<file path="config.mk">
export PLATFORM = sky130hd
export DESIGN_NAME = serial_tx_escape_sequencer
export DESIGN_NICKNAME = d
export VERILOG_FILES = /design/src/logic/esc_tx_pkg.sv /design/src/logic/char_serializer.sv /design/src/logic/serial_tx_escape_sequencer.sv
export SDC_FILE = /design/constraint.sdc
export NUM_CORES = 1
export LEC_CHECK = 0
export BUFFER_PORTS_ARGS = -buffer_cell sky130_fd_sc_hd__clkbuf_2
export CORE_MARGIN = 8
export CORE_UTILIZATION = 63
export CTS_CLUSTER_SIZE = 24
export DETAILED_ROUTE_END_ITERATION = 12
export PLACE_DENSITY = 0.81
export RECOVER_POWER = 50
export SYNTH_ARGS = -nofsm -noshare
export SYNTH_HDL_FRONTEND = slang
export SYNTH_HIERARCHICAL = 1
export SYNTH_SLANG_ARGS = --single-unit
</file>
<file path="constraint.sdc">
create_clock -name clk -period 3.6 [get_ports clk]
set_input_delay 0.18 -clock clk [delete_from_list [all_inputs] [get_ports clk]]
set_output_delay 0.18 -clock clk [all_outputs]
set_load 0.01 [all_outputs]
</file>
<file path="src/logic/esc_tx_pkg.sv">
// shared constants and carrier types for the escape-sequence transmitter
// assumes a single 200 MHz system clock
package esc_tx_pkg;
   localparam int unsigned CLK_HZ = 200_000_000;
   localparam int unsigned BREAK_UNIT_US = 100;
   localparam int unsigned DELAY_UNIT_MS = 1;
   localparam int unsigned BREAK_UNIT_CYC = CLK_HZ / 1_000_000 * BREAK_UNIT_US;
   localparam int unsigned DELAY_UNIT_CYC = CLK_HZ / 1_000 * DELAY_UNIT_MS;
   localparam int unsigned BAUD_DIV_DEF = 1736;
   localparam logic [7:0] ESC_BYTE = 8'h1b;
   localparam logic [7:0] CMD_BREAK = 8'h11;
   localparam logic [7:0] CMD_NINTH = 8'h12;
   localparam logic [7:0] CMD_DELAY = 8'h13;
   localparam logic [7:0] CMD_RTS = 8'h14;
   localparam logic RTS_RESET = 1'b0;
   localparam logic NINTH_RESET = 1'b0;

   typedef struct packed {
      logic valid;
      logic [7:0] data;
   } tx_byte_t;

   typedef struct packed {
      logic [8:0] data;
      logic nine;
   } char_t;
endpackage

</file>
<file path="src/logic/char_serializer.sv">
// serialiser for one 8- or 9-data-bit character, one stop bit
// assumes start is only raised while busy is low
`timescale 1ns/100ps
module char_serializer
   import esc_tx_pkg::*;
#(
   parameter int unsigned BAUD_DIV = BAUD_DIV_DEF
) (
   input wire logic clk,
   input wire logic nrst,
   input wire logic start,
   input wire char_t ch,
   input wire logic brk,
   output logic txd,
   output logic busy
);
   logic [10:0] shift_q;
   logic [3:0] left_q;
   logic [15:0] baud_q;

   always_ff @(posedge clk or negedge nrst) begin
      if (!nrst) begin
         shift_q <= '1;
         left_q <= 4'h0;
         baud_q <= 16'h0000;
      end else if (start) begin
         // in 8-bit framing the slot after bit 7 is the stop bit, never the ninth bit
         shift_q <= {1'b1, ch.nine ? ch.data[8] : 1'b1, ch.data[7:0], 1'b0};
         left_q <= ch.nine ? 4'hb : 4'ha;
         baud_q <= 16'(BAUD_DIV - 1);
      end else if (left_q != 4'h0) begin
         if (baud_q == 16'h0000) begin
            baud_q <= 16'(BAUD_DIV - 1);
            shift_q <= {1'b1, shift_q[10:1]};
            left_q <= left_q - 4'h1;
         end else begin
            baud_q <= baud_q - 16'h0001;
         end
      end
   end

   // break forces spacing level regardless of any character in flight
   always_ff @(posedge clk or negedge nrst) begin
      if (!nrst) begin
         txd <= 1'b1;
         busy <= 1'b0;
      end else begin
         txd <= brk ? 1'b0 : (start ? 1'b0 : shift_q[0]);
         busy <= start || (left_q > 4'h1) || (left_q == 4'h1 && baud_q != 16'h0000);
      end
   end
endmodule

</file>
<file path="src/logic/serial_tx_escape_sequencer.sv">
// byte-stream transmitter that acts on in-band escape sequences
// assumes byte source and control pins are synchronous to clk
`timescale 1ns/100ps
module serial_tx_escape_sequencer
   import esc_tx_pkg::*;
#(
   parameter int unsigned BREAK_CYC = BREAK_UNIT_CYC,
   parameter int unsigned DELAY_CYC = DELAY_UNIT_CYC,
   parameter int unsigned BAUD_DIV = BAUD_DIV_DEF
) (
   input wire logic clk,
   input wire logic nrst,
   input wire tx_byte_t in_byte,
   output logic in_ready,
   input wire logic escape_processing_on,
   input wire logic escape_processing_off,
   input wire logic nine_bit_mode_on,
   output logic txd,
   output logic rts,
   output logic ninth_bit,
   output logic break_active
);
   typedef enum logic [5:0] {
      S_IDLE = 6'b000001,
      S_CMD = 6'b000010,
      S_ARG = 6'b000100,
      S_SEND = 6'b001000,
      S_BREAK = 6'b010000,
      S_WAIT = 6'b100000
   } state_t;

   state_t state_q;
   logic esc_en_q;
   logic [7:0] cmd_q;
   logic [7:0] data_q;
   logic [7:0] units_q;
   logic [31:0] tick_q;
   logic wait_pend_q;
   logic [7:0] wait_units_q;
   logic ser_start;
   logic ser_busy;
   logic take;
   logic resend_q;
   char_t ch;

   function automatic logic known_cmd(input logic [7:0] b);
      known_cmd = (b == CMD_BREAK) || (b == CMD_NINTH) || (b == CMD_DELAY) || (b == CMD_RTS);
   endfunction

   assign take = in_byte.valid && in_ready;
   assign ser_start = (state_q == S_SEND) && !ser_busy && !wait_pend_q;
   assign ch = '{data: {ninth_bit, data_q}, nine: nine_bit_mode_on};

   always_ff @(posedge clk or negedge nrst) begin
      if (!nrst) begin
         esc_en_q <= 1'b0;
      end else if (escape_processing_off) begin
         esc_en_q <= 1'b0;
      end else if (escape_processing_on) begin
         esc_en_q <= 1'b1;
      end
   end

   // main sequencer; an escape not followed by a known command is sent as data
   always_ff @(posedge clk or negedge nrst) begin
      if (!nrst) begin
         state_q <= S_IDLE;
         cmd_q <= 8'h00;
         data_q <= 8'h00;
         resend_q <= 1'b0;
      end else begin
         case (state_q)
            S_IDLE: begin
               if (take) begin
                  data_q <= in_byte.data;
                  if (esc_en_q && in_byte.data == ESC_BYTE) begin
                     state_q <= S_CMD;
                  end else begin
                     state_q <= S_SEND;
                  end
               end
            end
            S_CMD: begin
               if (take) begin
                  cmd_q <= in_byte.data;
                  if (known_cmd(in_byte.data)) begin
                     state_q <= S_ARG;
                  end else begin
                     // unknown pair: escape byte goes out, second byte is reparsed
                     state_q <= S_SEND;
                     // a flag, not cmd_q, marks the pending byte so a zero byte is kept
                     resend_q <= 1'b1;
                  end
               end
            end
            S_ARG: begin
               if (take) begin
                  if (cmd_q == CMD_BREAK && in_byte.data != 8'h00) begin
                     state_q <= S_BREAK;
                  end else begin
                     state_q <= S_IDLE;
                  end
               end
            end
            S_SEND: begin
               if (ser_start) begin
                  state_q <= resend_q ? S_WAIT : S_IDLE;
               end
            end
            S_WAIT: begin
               // resend the byte that followed a lone escape
               if (!ser_busy) begin
                  data_q <= cmd_q;
                  cmd_q <= 8'h00;
                  resend_q <= 1'b0;
                  state_q <= (esc_en_q && cmd_q == ESC_BYTE) ? S_CMD : S_SEND;
               end
            end
            S_BREAK: begin
               if (units_q == 8'h00) begin
                  state_q <= S_IDLE;
               end
            end
            default: state_q <= S_IDLE;
         endcase
      end
   end

   assign in_ready = (state_q == S_IDLE || state_q == S_CMD || state_q == S_ARG)
      && !(state_q == S_IDLE && (ser_busy || wait_pend_q)) ? 1'b1 : 1'b0;

   always_ff @(posedge clk or negedge nrst) begin
      if (!nrst) begin
         ninth_bit <= NINTH_RESET;
         rts <= RTS_RESET;
      end else if (state_q == S_ARG && take) begin
         if (cmd_q == CMD_NINTH && in_byte.data == 8'h00) ninth_bit <= 1'b0;
         if (cmd_q == CMD_NINTH && in_byte.data == 8'h01) ninth_bit <= 1'b1;
         if (cmd_q == CMD_RTS && in_byte.data == 8'h00) rts <= 1'b1;
         if (cmd_q == CMD_RTS && in_byte.data == 8'h01) rts <= 1'b0;
      end
   end

   // shared unit timer for break and inter-character delay
   always_ff @(posedge clk or negedge nrst) begin
      if (!nrst) begin
         units_q <= 8'h00;
         tick_q <= 32'h0;
         wait_pend_q <= 1'b0;
         wait_units_q <= 8'h00;
         break_active <= 1'b0;
      end else begin
         if (state_q == S_ARG && take && in_byte.data != 8'h00) begin
            if (cmd_q == CMD_BREAK) begin
               units_q <= in_byte.data;
               tick_q <= 32'(BREAK_CYC - 1);
               break_active <= 1'b1;
            end else if (cmd_q == CMD_DELAY) begin
               wait_units_q <= in_byte.data;
               tick_q <= 32'(DELAY_CYC - 1);
               wait_pend_q <= 1'b1;
            end
         end else if (break_active || wait_pend_q) begin
            if (tick_q == 32'h0) begin
               tick_q <= 32'(break_active ? BREAK_CYC - 1 : DELAY_CYC - 1);
               if (break_active) begin
                  units_q <= units_q - 8'h01;
                  if (units_q == 8'h01) break_active <= 1'b0;
               end else begin
                  wait_units_q <= wait_units_q - 8'h01;
                  if (wait_units_q == 8'h01) wait_pend_q <= 1'b0;
               end
            end else begin
               tick_q <= tick_q - 32'h1;
            end
         end
      end
   end

   char_serializer #(
      .BAUD_DIV(BAUD_DIV)
   ) u_ser (
      .clk(clk),
      .nrst(nrst),
      .start(ser_start),
      .ch(ch),
      .brk(break_active),
      .txd(txd),
      .busy(ser_busy)
   );

   a_break_len: assert property (@(posedge clk) disable iff (!nrst)
      $rose(break_active) |-> break_active [*8])
      else $error("break shorter than expected");
   a_break_line: assert property (@(posedge clk) disable iff (!nrst)
      break_active |=> !txd)
      else $error("line not in break");
   a_no_esc_tx: assert property (@(posedge clk) disable iff (!nrst)
      (state_q == S_CMD && take && known_cmd(in_byte.data)) |=> !ser_busy && !ser_start)
      else $error("escape byte transmitted");
   a_plain_pass: assert property (@(posedge clk) disable iff (!nrst)
      (state_q == S_IDLE && take && !esc_en_q) |=> state_q == S_SEND)
      else $error("byte not passed through");
   a_ninth_clr: assert property (@(posedge clk) disable iff (!nrst)
      (state_q == S_ARG && take && cmd_q == CMD_NINTH && in_byte.data == 8'h00) |=> !ninth_bit)
      else $error("ninth bit not cleared");
   a_ninth_set: assert property (@(posedge clk) disable iff (!nrst)
      (state_q == S_ARG && take && cmd_q == CMD_NINTH && in_byte.data == 8'h01) |=> ninth_bit)
      else $error("ninth bit not set");
   a_delay_hold: assert property (@(posedge clk) disable iff (!nrst)
      wait_pend_q |-> !ser_start)
      else $error("character started during delay");
   a_rts_high: assert property (@(posedge clk) disable iff (!nrst)
      (state_q == S_ARG && take && cmd_q == CMD_RTS && in_byte.data == 8'h00) |=> rts)
      else $error("rts not raised");
   a_rts_low: assert property (@(posedge clk) disable iff (!nrst)
      (state_q == S_ARG && take && cmd_q == CMD_RTS && in_byte.data == 8'h01) |=> !rts)
      else $error("rts not lowered");
   a_zero_count: assert property (@(posedge clk) disable iff (!nrst)
      (state_q == S_ARG && take && in_byte.data == 8'h00) |=> !$rose(break_active))
      else $error("zero count acted on");
endmodule

</file>
# Word level (Yosys, flattened, before mapping)
# Index checks and enable logic that the tools add are counted.
[word_totals]
register_bits = 109
latchBits = 0
mem_bits_rw = 0
romBits = 0
inputBits = 14
out_inout_bits = 5
memories = 0
[op_classes]
n_addsub = 5
n_mul = 0
div_mod_pow = 0
magnitude_cmp = 1
n_eq_ne = 32
shift = 0
mux = 71
n_bitwise = 0
n_reduce_logical = 57
[op_table]
columns = ["op", "n"]
rows = [
  ["32-bit two-way mux", 5],
  ["8-bit two-way mux", 14],
  ["8-bit by 5-bit == test with 1-bit output (second input constant)", 10],
  ["16-bit two-way mux", 3],
  ["6-bit two-way mux", 7],
  ["6-bit case mux with 6 select lines", 1],
  ["11-bit two-way mux", 3],
  ["32-bit logical NOT", 1],
  ["8-bit case mux with 2 select lines", 2],
  ["32-bit by 1-bit subtractor with 32-bit output (second input constant)", 1],
  ["1-bit two-way mux", 27],
  ["8-bit by 1-bit == test with 1-bit output (second input constant)", 3],
  ["4-bit two-way mux", 6],
  ["2-bit nonzero test", 11],
  ["18-bit two-way mux", 1],
  ["16-bit logical NOT", 1],
  ["8-bit logical NOT", 2],
  ["2-bit != test (second input constant)", 8],
  ["16-bit nonzero test", 1],
  ["16-bit by 1-bit subtractor with 16-bit output (second input constant)", 1],
  ["8-bit by 1-bit subtractor with 8-bit output (second input constant)", 2],
  ["1-bit logical AND", 15],
  ["6-bit AND reduction", 2],
  ["1-bit logical OR", 9],
  ["20 further kinds", 30],
]

# Longest topological paths before layout
[depth]
ltp_word = 10
ltp_mapped = 10
depth_no_buf = 8

# By module
# Netlist, hierarchy kept.
[by_module_without_submodules]
columns = ["mod", "instances", "cells_per_inst", "area_per_inst_um2"]
rows = [
  ["serial_tx_escape_sequencer", 1, 517, 4546.9],
  ["char_serializer", 1, 170, 1697.9],
]

# Worst setup path after synthesis
# OpenSTA, ideal clock, no wires.
[synth_timing]
path_kind = "register to register"
from = "reg tick_q[12]"
to = "reg units_q[4]"
arrival_time_ns = 2.495
path_slack_ns = 1.032
stages_incl_launch_ff = 9
path_buffers = 2
path_cell_list = "dfrtp_1 > or4_4 > or4_1 > or4_1 > buf_6 > o32ai_4 > buf_6 > a21oi_2 > a21oi_2"
[synth_between]
elab_chain_len = 3
[synth_lines]
columns = ["item", "line", "rtl"]
rows = [
  ["start, declared", "serial_tx_escape_sequencer.sv:37", "logic [31:0] tick_q;"],
  ["start signal, assigned", "serial_tx_escape_sequencer.sv:156", "tick_q <= 32'(BREAK_CYC - 1);"],
  ["start signal, assigned", "serial_tx_escape_sequencer.sv:160", "tick_q <= 32'(DELAY_CYC - 1);"],
  ["start signal, assigned", "serial_tx_escape_sequencer.sv:165", "tick_q <= 32'(break_active ? BREAK_CYC - 1 : DELAY_CYC - 1);"],
  ["32-bit logical NOT", "serial_tx_escape_sequencer.sv:164", "if (tick_q == 32'h0) begin"],
  ["2-bit nonzero test (no source line)", "--", ""],
  ["4-bit AND reduction (no source line)", "--", ""],
  ["end signal, assigned", "serial_tx_escape_sequencer.sv:155", "units_q <= in_byte.data;"],
  ["end signal, assigned", "serial_tx_escape_sequencer.sv:167", "units_q <= units_q - 8'h01;"],
  ["end, declared", "serial_tx_escape_sequencer.sv:36", "logic [7:0] units_q;"],
]
# Every way passes these cells.
# A chain may end at the register's enable or synchronous reset.

# Worst setup path in the final report
[layout_timing]
from = "reg tick_q[11]"
to = "reg units_q[1]"
# Same word-level chain as after synthesis.

==> metrics.yaml <==
drt:
  routedLengthMet1_um: 6420
  wl_met3_um: 949
  wl_met2_um: 7130
  top_layer: "met4"
  final_antenna_net_count: 0
  drt_iter0_drc: 698
  route.detailed.drc: 0
  via_per_inst: 6.56
  wl_um: 14900
  wl_per_cell_um: 17.7
  first_pass_iters: 5
  vias: 5511
setup_path:
  critical_path_class: "reg2reg"
  cpMaxStageDelayCell: "or4_1"
  required_ns: 3.92
  ff2ff_path_depth: 6
  worstPathCellList: "or4_4, or4_1, or4_1, o32ai_4, a21oi_1, a21oi_1"
  end_kind: "flip-flop"
  cp_max_fo: 15
  worstReg2RegEnd: "units_q[1]"
  cpPeakStageDelay_ns: 0.66
  r2r_start: "tick_q[11]"
  start_kind: "flip-flop"
  r2r_setup_slack_ns: 0.60
  worstPathArrival_ns: 3.33
hold_path:
  hp-class: "in2reg"
  holdPathStages: 3
  min-delay-start: "nine_bit_mode_on"
  whs_endpoint: "u_ser/left_q[0]"
grt:
  gr-total-overflow: 0
  antenna_found_initial: 0
  grt_pass1_wl_um: 25800
  grt_pass1_vias: 5312
  track_usage: 0.240
  grt_max_degree: 69
synthesis:
  syn_area_um2: 6240
  syn_avg_cell_area_um2: 9.09
  synth_edf_count: 0
  syn_nets: 711
  ys_ff_latch: 108
  yosysWarnings: 6
  ys_types: 71
  postSynth.asyncResetShare: 1.00
  synth_cells: 687
  ys_seq_area_frac: 0.435
  dominantRegCellSynth: "dfrtp_1"
floorplan:
  die_h_um: 116
  io_pins: 19
  initial_core_util: 0.645
  die_area_um2: 13400
  die_x_um: 116
  row_count: 36
  core_um2: 9680
outcome:
  violations: "max-capacitance violations, max-slew violations"
  status: "finished with violations"
clock_tree:
  clk_pin_slew_ns: 0.10
  cts.sinks: 108
  ctsHtreeMaxLevel: 3
  cts_tree: "done"
  cts_inserted_buffers: 9
  cts-root-buf: "clkbuf_8"
  clock_path_buffers: 2
  clk_latency_ns: 0.40
  cts_resized: 0
power_and_ir_drop:
  p_sw_mw: 1.63
  power.density_nw_per_um2: 635
  peakVddDrop_uv: 463
  power.leakage_nw: 2.79
  power_mw: 4.25
  p_int_mw: 2.62
  p_clk_frac: 0.183
  power.share.combinational: 0.340
  seq_power_share: 0.477
  p_sw_frac: 0.384
placement:
  dp_hpwl_um: 10400
  placedCellCount: 821
  place.gp.congestion: 0.936
  port_buffers: 18
run:
  drv_cap: 1
cells_and_area:
  diodes: 0
  drive_gt1_frac: 0.122
  syn2layout_area_growth_pct: 7.11
  final_cells: 840
  nets: 726
  fill_cells: 782
timing:
  finalSetupViolCount: 0
  period_minus_slack_ns: 3.00
  slew-limit-headroom: -0.107
  rsz0062_at_grt: "no"
  hold_violations: 0
  slew_viol_final: 69
  fin_setup_tns_ns: 0
  final.setup_skew_ns: 0.0132
  min_period_over_period: 0.834
  hold-worst-slack_ns: 0.0366
  worstMarginPinSlew_ns: 1.66
  fmax_mhz: 333
cells in the mapped netlist (10+ instances only):
library cell | instances | area [µm²]
dfstp_2 | 12 | 315
nand3_1 | 27 | 135
and3_1 | 10 | 62.6
or4_1 | 14 | 105
clkbuf_1 | 19 | 71.3
a22o_1 | 10 | 87.6
xnor2_1 | 13 | 114
ha_1 | 10 | 125
o21ai_0 | 50 | 250
inv_1 | 18 | 67.6
a21oi_1 | 47 | 235
nand2_1 | 54 | 203
xor2_1 | 16 | 140
a31oi_1 | 21 | 131
dfrtp_1 | 96 | 2400
nor4_1 | 11 | 68.8
nor2_1 | 73 | 274
nor3_1 | 21 | 105
layout by cell type, fill, tap and decap left out, types with 7 or more instances in the layout:
cell / count
nand2b_1: 9
nand4_1: 7
nor2_1: 73
nand2_1: 54
a22o_1: 10
buf_4: 13
dfrtp_1: 96
xor2_1: 16
a2111oi_0: 9
clkbuf_2: 15
o21ai_0: 49
a2bb2oi_1: 7
ha_1: 10
and3_1: 10
o31ai_1: 7
nor3_1: 21
nand3b_1: 9
or3_1: 9
a211oi_1: 9
clkbuf_8: 10
xnor2_1: 13
inv_1: 18
nand3_1: 27
or4_1: 14
nor4_1: 11
dfstp_2: 12
a31oi_1: 21
a21oi_1: 47
power by group through the flow:
| stage | Sequential [mW] | Combinational [mW] | Clock (mW) |
|---|---|---|---|
| 2_1_floorplan | 1.92 | 1.14 | 0 |
| 3_3_place_gp | 2.00 | 1.36 | 0 |
| 3_5_place_dp | 2.03 | 1.42 | 0 |
| 4_1_cts | 2.01 | 1.44 | 0.802 |
| 5_1_grt | 2.08 | 1.62 | 0.851 |
| 6_report | 2.03 | 1.44 | 0.778 |
kinds of logic (layout without fill, tap and decap cells):
group                      Yosys count  after routing  share of synthesized area
and+or+nand+nor                    284            284                      0.248
DFF                                108            108                      0.435
adders and majority gates           10             10                     0.0200
AOI/OAI and AO/OA                  201            201                      0.212
buffers and inverters               50             70                     0.0363
xor gates and xnor gates            29             29                     0.0407
muxes                                5              5                    0.00842
sequential cells by signal (all words and copies together), names as in the netlist, 4 cells and up:
signal and cells:
u_ser/left_q 4, wait_units_q 8, tick_q 32, units_q 8
u_ser/shift_q 10, data_q 8, u_ser/baud_q 16, cmd_q 8
state_q 6
layer usage:
metal  up-vias  GRT usage
li1       2582          -
met4         0     0.0911
met1      2688      0.316
met3        38     0.0563
met2       203      0.378
met5         -          0
through the flow:
stage	util	worst slack [ns]	instance area, µm²
finish	0.691	0.597	6690
global route	0.691	0.427	6690
CTS	0.692	0.599	6700
detailed placement	0.667	0.618	6460
global placement	0.667	0.726	6460
floorplan	-	1.03	6240
cell type report:
cell class	count	area, µm²	share of cell area
Inverter	18	67.6	0.0101
Multi-Input combinational cell	529	3300	0.493
Sequential cell	108	2720	0.406
Timing Repair Buffer	36	221	0.0331
Clock buffer	12	188	0.0281
Clock inverter	4	27.5	0.00412
Tap cell	133	166	0.0249
timing repair:
item / 4_1_cts / 5_1_grt
setup endpoints to repair: 0 / 0
hold endpoints to repair: 59 / 0
setup buffers: 0 / 0
hold buffers: 3 / 0
worst max-delay path by stage:
| stage | from | to | slack [ns] | depth (start not counted) |
|---|---|---|---|---|
| after floorplan | tick_q[12] | units_q[4] | 1.03 | 8 |
| after global placement | tick_q[12] | units_q[0] | 0.73 | 6 |
| after detailed placement | tick_q[11] | units_q[1] | 0.62 | 6 |
| after CTS | tick_q[11] | units_q[1] | 0.60 | 6 |
| after global routing | tick_q[10] | units_q[6] | 0.43 | 6 |
| final | tick_q[11] | units_q[1] | 0.60 | 6 |
worst max-delay path: cells and delay by family (launching register included):
kind | cells | cell delay (ns)
DFF | 1 | 0.42
AOI/OAI and AO/OA | 3 | 0.77
and+or+nand+nor | 3 | 1.74
Note: power is estimated with default switching activity, not from simulation.
